File: src/ic_defs.vh
// Purpose: Shared constants for the two-wire data, address and rate block
// Assumes: Plain Verilog-2005, included by bare name
// Notes: Offsets are 8-bit register port addresses
`ifndef IC_DEFS_VH
`define IC_DEFS_VH

// ****************************************
// Register offsets
// ****************************************
`define IC_OFF_BUF 8'hbc
`define IC_OFF_DIV 8'hbe
`define IC_OFF_CTRL 8'hc0
`define IC_OFF_ADDR 8'hc1
`define IC_OFF_STAT 8'hc2

// ****************************************
// Reset values
// ****************************************
`define IC_RST_BUF 8'h00
`define IC_RST_DIV 8'h09
`define IC_RST_ADDR 8'h00

// ****************************************
// Control field positions
// ****************************************
`define IC_CTRL_MASTER 0
`define IC_CTRL_START 1
`define IC_CTRL_ACK 2
`define IC_CTRL_EVENT 3
`define IC_CTRL_STOP 4
`define IC_CTRL_MRX 5

// ****************************************
// Status field positions
// ****************************************
`define IC_STAT_ADDRESSED 0
`define IC_STAT_GCALL 1
`define IC_STAT_ARBLOST 2
`define IC_STAT_ACKSEEN 3
`define IC_STAT_STX 4
`define IC_STAT_BUSY 5
`define IC_STAT_ASMASTER 6

// ****************************************
// Own address fields and timing
// ****************************************
`define IC_ADDR_GC 0
`define IC_BITS_PER_BYTE 4'h8
`define IC_SYS_CLOCK_HZ 40000000
`define IC_SLAVE_MAX_BPS 400000

`endif

File: src/ic_byte_engine.v
// Purpose: Data buffer, own address match and bit rate of a two-wire controller
// Assumes: Bus pins and register port synchronous to i_clock
// Notes: Open-drain pins, enable low pulls the line low
//
// Added by the designer: strobed register access.
`timescale 1ns/1ps
`include "ic_defs.vh"
module ic_byte_engine (
  input wire i_clock,
  input wire i_rst_n,
  input wire [7:0] i_addr,
  input wire [7:0] i_wdata,
  input wire i_wr,
  input wire i_rd,
  output reg [7:0] o_rdata,
  input wire i_scl,
  input wire i_sda,
  output reg o_scl_out,
  output reg o_scl_oe_n,
  output reg o_sda_out,
  output reg o_sda_oe_n,
  output reg o_serial_event,
  output reg o_ack_assert
);
  localparam ST_IDLE = 3'h0;
  localparam ST_MSTART = 3'h1;
  localparam ST_MBYTE = 3'h2;
  localparam ST_MSTOP = 3'h3;
  localparam ST_SBYTE = 3'h4;
  localparam ST_WAIT = 3'h5;

  reg [2:0] state;
  reg [7:0] byte_buf;
  reg [7:0] divider;
  reg [7:0] own_addr;
  reg master_enable;
  reg start_req;
  reg stop_req;
  reg master_rx;
  reg addressed;
  reg gcall_hit;
  reg arb_lost;
  reg ack_seen;
  reg slave_tx;
  reg bus_busy;
  reg as_master;
  reg addr_phase;
  reg [3:0] bit_cnt;
  reg scl_q;
  reg sda_q;
  wire tick;
  wire [1:0] phase;
  wire scl_rise;
  wire scl_fall;
  wire start_det;
  wire stop_det;
  wire gen_run;
  wire gen_hold;
  wire own_match;
  wire gcall_match;
  wire [7:0] ctrl_val;
  wire [7:0] stat_val;

  function reg_hit;
    input [7:0] addr;
    input [7:0] offset;
    begin
      reg_hit = (addr == offset);
    end
  endfunction

  // ****************************************
  // Line edges and bus conditions
  // ****************************************
  assign scl_rise = i_scl & ~scl_q;
  assign scl_fall = ~i_scl & scl_q;
  assign start_det = scl_q & i_scl & sda_q & ~i_sda;
  assign stop_det = scl_q & i_scl & ~sda_q & i_sda;
  assign own_match = (byte_buf[7:1] == own_addr[7:1]) && (byte_buf[7:1] != 7'h00)
                     && o_ack_assert;
  assign gcall_match = (byte_buf[7:1] == 7'h00) && own_addr[`IC_ADDR_GC]
                       && o_ack_assert;
  assign gen_run = (state == ST_MSTART) || (state == ST_MBYTE) || (state == ST_MSTOP);
  // Another device stretching the clock freezes the quarter count
  assign gen_hold = o_scl_oe_n & ~i_scl & phase[1];
  assign ctrl_val = {2'h0, master_rx, stop_req, o_serial_event, o_ack_assert, start_req,
                     master_enable};
  assign stat_val = {1'b0, as_master, bus_busy, slave_tx, ack_seen, arb_lost, gcall_hit,
                     addressed};

  ic_rate_gen u_rate (
    .i_clock(i_clock),
    .i_rst_n(i_rst_n),
    .i_run(gen_run),
    .i_hold(gen_hold),
    .i_divider(divider),
    .o_tick(tick),
    .o_phase(phase)
  );

  // ****************************************
  // Register read port
  // ****************************************
  always @(posedge i_clock) begin
    if (!i_rst_n) begin
      o_rdata <= 8'h00;
    end else if (i_rd) begin
      o_rdata <= reg_hit(i_addr, `IC_OFF_BUF) ? byte_buf :
                 reg_hit(i_addr, `IC_OFF_DIV) ? divider :
                 reg_hit(i_addr, `IC_OFF_ADDR) ? own_addr :
                 reg_hit(i_addr, `IC_OFF_CTRL) ? ctrl_val :
                 reg_hit(i_addr, `IC_OFF_STAT) ? stat_val : 8'h00;
    end else begin
      o_rdata <= 8'h00;
    end
  end

  // ****************************************
  // Byte engine and register writes
  // ****************************************
  always @(posedge i_clock) begin
    if (!i_rst_n) begin
      state <= ST_IDLE;
      byte_buf <= `IC_RST_BUF;
      divider <= `IC_RST_DIV;
      own_addr <= `IC_RST_ADDR;
      master_enable <= 1'b0;
      start_req <= 1'b0;
      stop_req <= 1'b0;
      master_rx <= 1'b0;
      o_ack_assert <= 1'b0;
      o_serial_event <= 1'b0;
      addressed <= 1'b0;
      gcall_hit <= 1'b0;
      arb_lost <= 1'b0;
      ack_seen <= 1'b0;
      slave_tx <= 1'b0;
      bus_busy <= 1'b0;
      as_master <= 1'b0;
      addr_phase <= 1'b0;
      bit_cnt <= 4'h0;
      scl_q <= 1'b1;
      sda_q <= 1'b1;
      o_scl_out <= 1'b0;
      o_sda_out <= 1'b0;
      o_scl_oe_n <= 1'b1;
      o_sda_oe_n <= 1'b1;
    end else begin
      scl_q <= i_scl;
      sda_q <= i_sda;
      if (start_det) begin
        bus_busy <= 1'b1;
      end else if (stop_det) begin
        bus_busy <= 1'b0;
      end
      if (i_wr && reg_hit(i_addr, `IC_OFF_BUF)) begin
        byte_buf <= i_wdata;
      end
      if (i_wr && reg_hit(i_addr, `IC_OFF_DIV)) begin
        divider <= i_wdata;
      end
      if (i_wr && reg_hit(i_addr, `IC_OFF_ADDR)) begin
        own_addr <= i_wdata;
      end
      if (i_wr && reg_hit(i_addr, `IC_OFF_CTRL)) begin
        master_enable <= i_wdata[`IC_CTRL_MASTER];
        start_req <= i_wdata[`IC_CTRL_START];
        stop_req <= i_wdata[`IC_CTRL_STOP];
        master_rx <= i_wdata[`IC_CTRL_MRX];
        o_ack_assert <= i_wdata[`IC_CTRL_ACK];
      end
      // Software clear; a set later in this block wins
      if (i_wr && reg_hit(i_addr, `IC_OFF_CTRL) && !i_wdata[`IC_CTRL_EVENT]) begin
        o_serial_event <= 1'b0;
      end
      case (state)
        ST_IDLE: begin
          o_scl_oe_n <= 1'b1;
          o_sda_oe_n <= 1'b1;
          if (master_enable && start_req && !bus_busy && !o_serial_event) begin
            state <= ST_MSTART;
            as_master <= 1'b1;
            arb_lost <= 1'b0;
          end else if (start_det && !o_serial_event && !master_enable) begin
            state <= ST_SBYTE;
            addr_phase <= 1'b1;
            bit_cnt <= 4'h0;
          end
        end
        ST_MSTART: begin
          if (tick) begin
            case (phase)
              2'h0: o_sda_oe_n <= 1'b1;
              2'h1: o_scl_oe_n <= 1'b1;
              2'h2: o_sda_oe_n <= 1'b0;
              default: begin
                o_scl_oe_n <= 1'b0;
                start_req <= 1'b0;
                addr_phase <= 1'b1;
                o_serial_event <= 1'b1;
                state <= ST_WAIT;
              end
            endcase
          end
        end
        ST_MBYTE: begin
          if (tick) begin
            case (phase)
              2'h0: begin
                o_scl_oe_n <= 1'b0;
                if (bit_cnt < `IC_BITS_PER_BYTE) begin
                  o_sda_oe_n <= master_rx | byte_buf[7];
                end else if (bit_cnt == `IC_BITS_PER_BYTE) begin
                  o_sda_oe_n <= master_rx ? ~o_ack_assert : 1'b1;
                end else begin
                  o_sda_oe_n <= 1'b1;
                  addr_phase <= 1'b0;
                  o_serial_event <= 1'b1;
                  state <= ST_WAIT;
                end
              end
              2'h2: o_scl_oe_n <= 1'b1;
              2'h3: begin
                bit_cnt <= bit_cnt + 4'h1;
                if (bit_cnt < `IC_BITS_PER_BYTE) begin
                  byte_buf <= {byte_buf[6:0], i_sda};
                  if (!master_rx && byte_buf[7] && !i_sda) begin
                    // Lost: finish the byte as a listening slave
                    arb_lost <= 1'b1;
                    as_master <= 1'b0;
                    o_sda_oe_n <= 1'b1;
                    state <= ST_SBYTE;
                  end
                end else begin
                  ack_seen <= ~i_sda;
                end
              end
              default: o_scl_oe_n <= o_scl_oe_n;
            endcase
          end
        end
        ST_MSTOP: begin
          if (tick) begin
            case (phase)
              2'h0: begin
                o_scl_oe_n <= 1'b0;
                o_sda_oe_n <= 1'b0;
              end
              2'h2: o_scl_oe_n <= 1'b1;
              2'h3: begin
                o_sda_oe_n <= 1'b1;
                stop_req <= 1'b0;
                as_master <= 1'b0;
                state <= ST_IDLE;
              end
              default: o_sda_oe_n <= 1'b0;
            endcase
          end
        end
        ST_SBYTE: begin
          if (stop_det) begin
            addressed <= 1'b0;
            o_sda_oe_n <= 1'b1;
            state <= ST_IDLE;
          end else if (start_det) begin
            addressed <= 1'b0;
            addr_phase <= 1'b1;
            bit_cnt <= 4'h0;
            o_sda_oe_n <= 1'b1;
          end else if (scl_rise) begin
            // Slave ignores the divider and follows the master clock
            bit_cnt <= bit_cnt + 4'h1;
            if (bit_cnt < `IC_BITS_PER_BYTE) begin
              byte_buf <= {byte_buf[6:0], i_sda};
            end else begin
              ack_seen <= ~i_sda;
            end
          end else if (scl_fall) begin
            if (bit_cnt < `IC_BITS_PER_BYTE) begin
              o_sda_oe_n <= slave_tx ? byte_buf[7] : 1'b1;
            end else if (bit_cnt == `IC_BITS_PER_BYTE) begin
              if (addr_phase) begin
                if (own_match || gcall_match) begin
                  o_sda_oe_n <= 1'b0;
                  addressed <= 1'b1;
                  gcall_hit <= ~own_match;
                  slave_tx <= own_match & byte_buf[0];
                end else begin
                  o_sda_oe_n <= 1'b1;
                  state <= ST_IDLE;
                end
              end else if (!slave_tx) begin
                o_sda_oe_n <= ~o_ack_assert;
                addressed <= o_ack_assert;
              end else begin
                o_sda_oe_n <= 1'b1;
              end
            end else begin
              o_sda_oe_n <= 1'b1;
              o_scl_oe_n <= 1'b0;
              addr_phase <= 1'b0;
              if (slave_tx && !ack_seen) begin
                addressed <= 1'b0;
              end
              o_serial_event <= 1'b1;
              state <= ST_WAIT;
            end
          end
        end
        ST_WAIT: begin
          // Clock held low keeps the buffer still for software
          if (!o_serial_event) begin
            bit_cnt <= 4'h0;
            if (as_master) begin
              if (stop_req) begin
                state <= ST_MSTOP;
              end else if (start_req) begin
                state <= ST_MSTART;
              end else begin
                state <= ST_MBYTE;
              end
            end else begin
              o_scl_oe_n <= 1'b1;
              if (addressed) begin
                o_sda_oe_n <= slave_tx ? byte_buf[7] : 1'b1;
                state <= ST_SBYTE;
              end else begin
                o_sda_oe_n <= 1'b1;
                slave_tx <= 1'b0;
                state <= ST_IDLE;
              end
            end
          end
        end
        default: state <= ST_IDLE;
      endcase
    end
  end
endmodule // ic_byte_engine

File: src/ic_rate_gen.v
// Purpose: Quarter-period tick generator for master serial clock
// Assumes: Divider value of 2 or more
// Notes: One bit time is four quarters of divider plus one clocks
`timescale 1ns/1ps
module ic_rate_gen (
  input wire i_clock,
  input wire i_rst_n,
  input wire i_run,
  input wire i_hold,
  input wire [7:0] i_divider,
  output reg o_tick,
  output reg [1:0] o_phase
);
  reg [7:0] count;

  // ****************************************
  // Quarter counter
  // ****************************************
  always @(posedge i_clock) begin
    if (!i_rst_n || !i_run) begin
      count <= 8'h00;
      o_tick <= 1'b0;
      o_phase <= 2'h3;
    end else if (i_hold) begin
      o_tick <= 1'b0;
    end else if (count == i_divider) begin
      count <= 8'h00;
      o_tick <= 1'b1;
      o_phase <= o_phase + 2'h1;
    end else begin
      count <= count + 8'h01;
      o_tick <= 1'b0;
    end
  end
endmodule // ic_rate_gen
File: config.mk
export PLATFORM = sky130hd
export DESIGN_NAME = ic_byte_engine
export DESIGN_NICKNAME = d
export VERILOG_FILES = /design/src/ic_byte_engine.v /design/src/ic_rate_gen.v
export VERILOG_INCLUDE_DIRS = /design/src
export SDC_FILE = /design/constraint.sdc
export NUM_CORES = 1
export LEC_CHECK = 0
export BUFFER_PORTS_ARGS = -buffer_cell sky130_fd_sc_hd__clkbuf_2
export CAP_MARGIN = 20
export CORE_UTILIZATION = 59
export CTS_CLUSTER_SIZE = 24
export DETAILED_ROUTE_END_ITERATION = 10
export PLACE_DENSITY = 0.79
export SYNTH_ARGS = -nofsm -noshare
export SYNTH_HDL_FRONTEND = slang
export SYNTH_SLANG_ARGS = --single-unit
export TNS_END_PERCENT = 1
File: constraint.sdc
create_clock -name i_clock -period 3.5 [get_ports i_clock]
set_input_delay 0.7 -clock i_clock [delete_from_list [all_inputs] [get_ports i_clock]]
set_output_delay 0.7 -clock i_clock [all_outputs]
set_load 0.05 [all_outputs]
==> reports/metrics.cfg <==
[sta]
worst_pin_slew_ns = 0.938
whs_ns = 0.497
fin_skew_ns = 0.00781
fin_crit_sh_pct = 65.0
fin_crit_ns = 2.27
hold_viol_final = 0
fmax_ghz = 0.440
setup_viol = 0
slew_headroom_pct = 37.2
finalSetupTns_ns = 0
rsz0062_at_grt = no
slew_viol_final = 0

[final_layout]
n_antenna_cell = 0
fin_area_um2 = 4320
fillers = 545
areaGrowthSynthToFinish_pct = 10.3
drive_above_1_share_pct = 13.1
stdcell_count = 579
num-nets-final = 526

[global_route]
grt_pass1_vias = 3449
grt_usage_pct = 30.9
grt_overflow_total = 0
antenna_found_initial = 0
grt_max_degree = 40
grt_pass1_wl_um = 17000

[clocking]
clock_sinks = 68
cts_made_buffers = 9
clockBufferDepth = 2
worstSkewPairLatency_ns = 0.36
post_cts_buffers = 0
cts_tree = yes
path_clk_slew_ns = 0.08
cts_resized = 0
h-tree-depth = 3
cts_hold_buf = 0
ctsRootBufferMaster = clkbuf_8

[floorplanning]
core_area_um2 = 6390
die-height_um = 83.5
rows = 29
dieArea_um2 = 6970
io_pins = 36
die_w_um = 83.5
start_util_pct = 61.3

[min_path]
hold_path.class = flip-flop to flip-flop

[routing]
routed_wl_um = 10400
drtIter0Drc = 291
drt_pass1_iterations = 5
drc = 0
drt-vias-per-instance = 6.42
ant_nets = 0
num_vias = 3718
detail_route.wl_per_cell_um = 18.0

[power]
power_mw = 1.99
power_switching_share_pct = 31.1
irDropWorstVdd_uv = 454
power.density_nw_per_um2 = 460
power_switching_uw = 618
combPwrFrac_pct = 18.3
p_int_mw = 1.37
clkPwrFrac_pct = 38.2
p_leak_nw = 1.74
seq_power_share_pct = 43.5

[critical_path]
worstPathMaxFanout = 18
end_kind = flip-flop
crit_type = flip-flop to flip-flop
required_ns = 3.71
crit_arrival_ns = 2.49
cp-start-kind = flip-flop

[synthesis]
async_flop_share_pct = 0
syn_area_per_cell_um2 = 8.22
ys_ff_latch = 68
synthesis.area_um2 = 3920
yosysTopAreaCell = dfxtp_1
yosys-top-cells-area = dfxtp_1, mux2i_1, nand2_1
synth_edf_count = 0
yosysWarnings = 0
ys_types = 68
synth_top_area_share_pct = 34.8
synthCells = 476
ys_seq_area_share_pct = 34.8
synth_ff_type = dfxtp_1

[placed_design]
place_inst = 563
dpl_cell_area_um2 = 4090
dp_hpwl_um = 7590
place.gp.congestion = 0.981
numPortBuffers = 33

[run]
max-cap-violations = 0

[outcome]
status = finished, final reports clean

## sequential cells by signal, summed over array words and instances (netlist names), 2 cells and up
signal,cells
u_rate.count,8
o_rdata,8
byte_buf,8
u_rate.o_phase,2
divider,8
own_addr,8
state,3
bit_cnt,4
## layout make-up
type                    count  area, um2  share of cell area, %
well taps                  77       96.3                   2.23
flip-flops and latches     68       1360                   31.5
clock buffers              10        138                   3.19
multi-input cells         369       2390                   55.3
repair buffers             37        195                   4.52
inverters                  12       45.0                   1.04
clock inverters             6       95.1                   2.20
## power by group through the flow
stage | sequential (mW) | clock [mW] | combinational [mW]
after global routing | 0.871 | 0.790 | 0.393
after CTS | 0.862 | 0.767 | 0.358
after detailed placement | 0.880 | 0 | 0.353
final | 0.864 | 0.759 | 0.364
after global placement | 0.878 | 0 | 0.349
after floorplan | 0.862 | 0 | 0.281
## through the flow
step | worst slack [ns] | util (%)
after floorplan | 1.33 | -
after global placement | 1.00 | 64.0
after detailed placement | 1.00 | 64.0
after CTS | 1.26 | 67.6
after global routing | 1.06 | 67.6
final | 1.23 | 67.6
## synth_stat cells, types with 9 or more instances
cell / count
dfxtp_1: 68
nand2_1: 53
nor2_1: 43
mux2i_1: 31
a21oi_1: 28
nand3_1: 23
o21ai_0: 22
xor2_1: 18
clkbuf_1: 15
inv_1: 12
a211oi_1: 11
a22oi_1: 9
nor3_1: 9
## cell usage in the layout, fill, tap and decap left out, types with 5 or more instances in the layout
cell type,n
nor4_1,7
nor2b_1,8
nand2_1,53
a31oi_1,5
nand2b_1,5
a21oi_1,28
nand3b_1,6
mux2i_1,31
xor2_1,18
nor2_1,43
nand3_1,23
nor3_1,9
ha_1,7
xnor2_1,6
or3_1,5
clkbuf_8,10
o21ai_0,22
inv_1,12
clkbuf_2,33
and3_1,5
a22oi_1,9
a211oi_1,11
dfxtp_1,68
## kinds of logic after synthesis
group | synth area share [%]
XOR/XNOR | 5.37
flip-flops | 34.8
buffers and inverters | 4.47
other | 0.0958
multiplexers | 7.93
adder cells (fa/ha/maj) | 2.24
AO/OA/AOI/OAI | 19.2
AND/OR/NAND/NOR | 26.0
## worst max-delay path: stages, from the launching register on
cell      delay [ns]
dfxtp_1         0.66
or3b_2          0.60
o22ai_4         0.20
nand2b_1        0.37
nor2_1          0.22
a211oi_1        0.07
## metal layers
layer	part of all wire, %	vias up	GRT usage [%]
li1	-	1774	-
met1	45	1740	43.5
met2	44	177	46.2
met3	7.6	27	5.54
met4	3.1	0	14.5
met5	0	-	0
## path summary, 6_finish.rpt
check,start,end,slack (ns),depth (start not counted)
setup / recovery,state[2],byte_buf[6],1.23,5
hold / removal,divider[7],divider[7],0.50,2
setup reg to reg,state[2],byte_buf[6],1.23,5
hold reg to reg,divider[7],divider[7],0.50,2
Note: power is estimated with default switching activity, not from simulation.
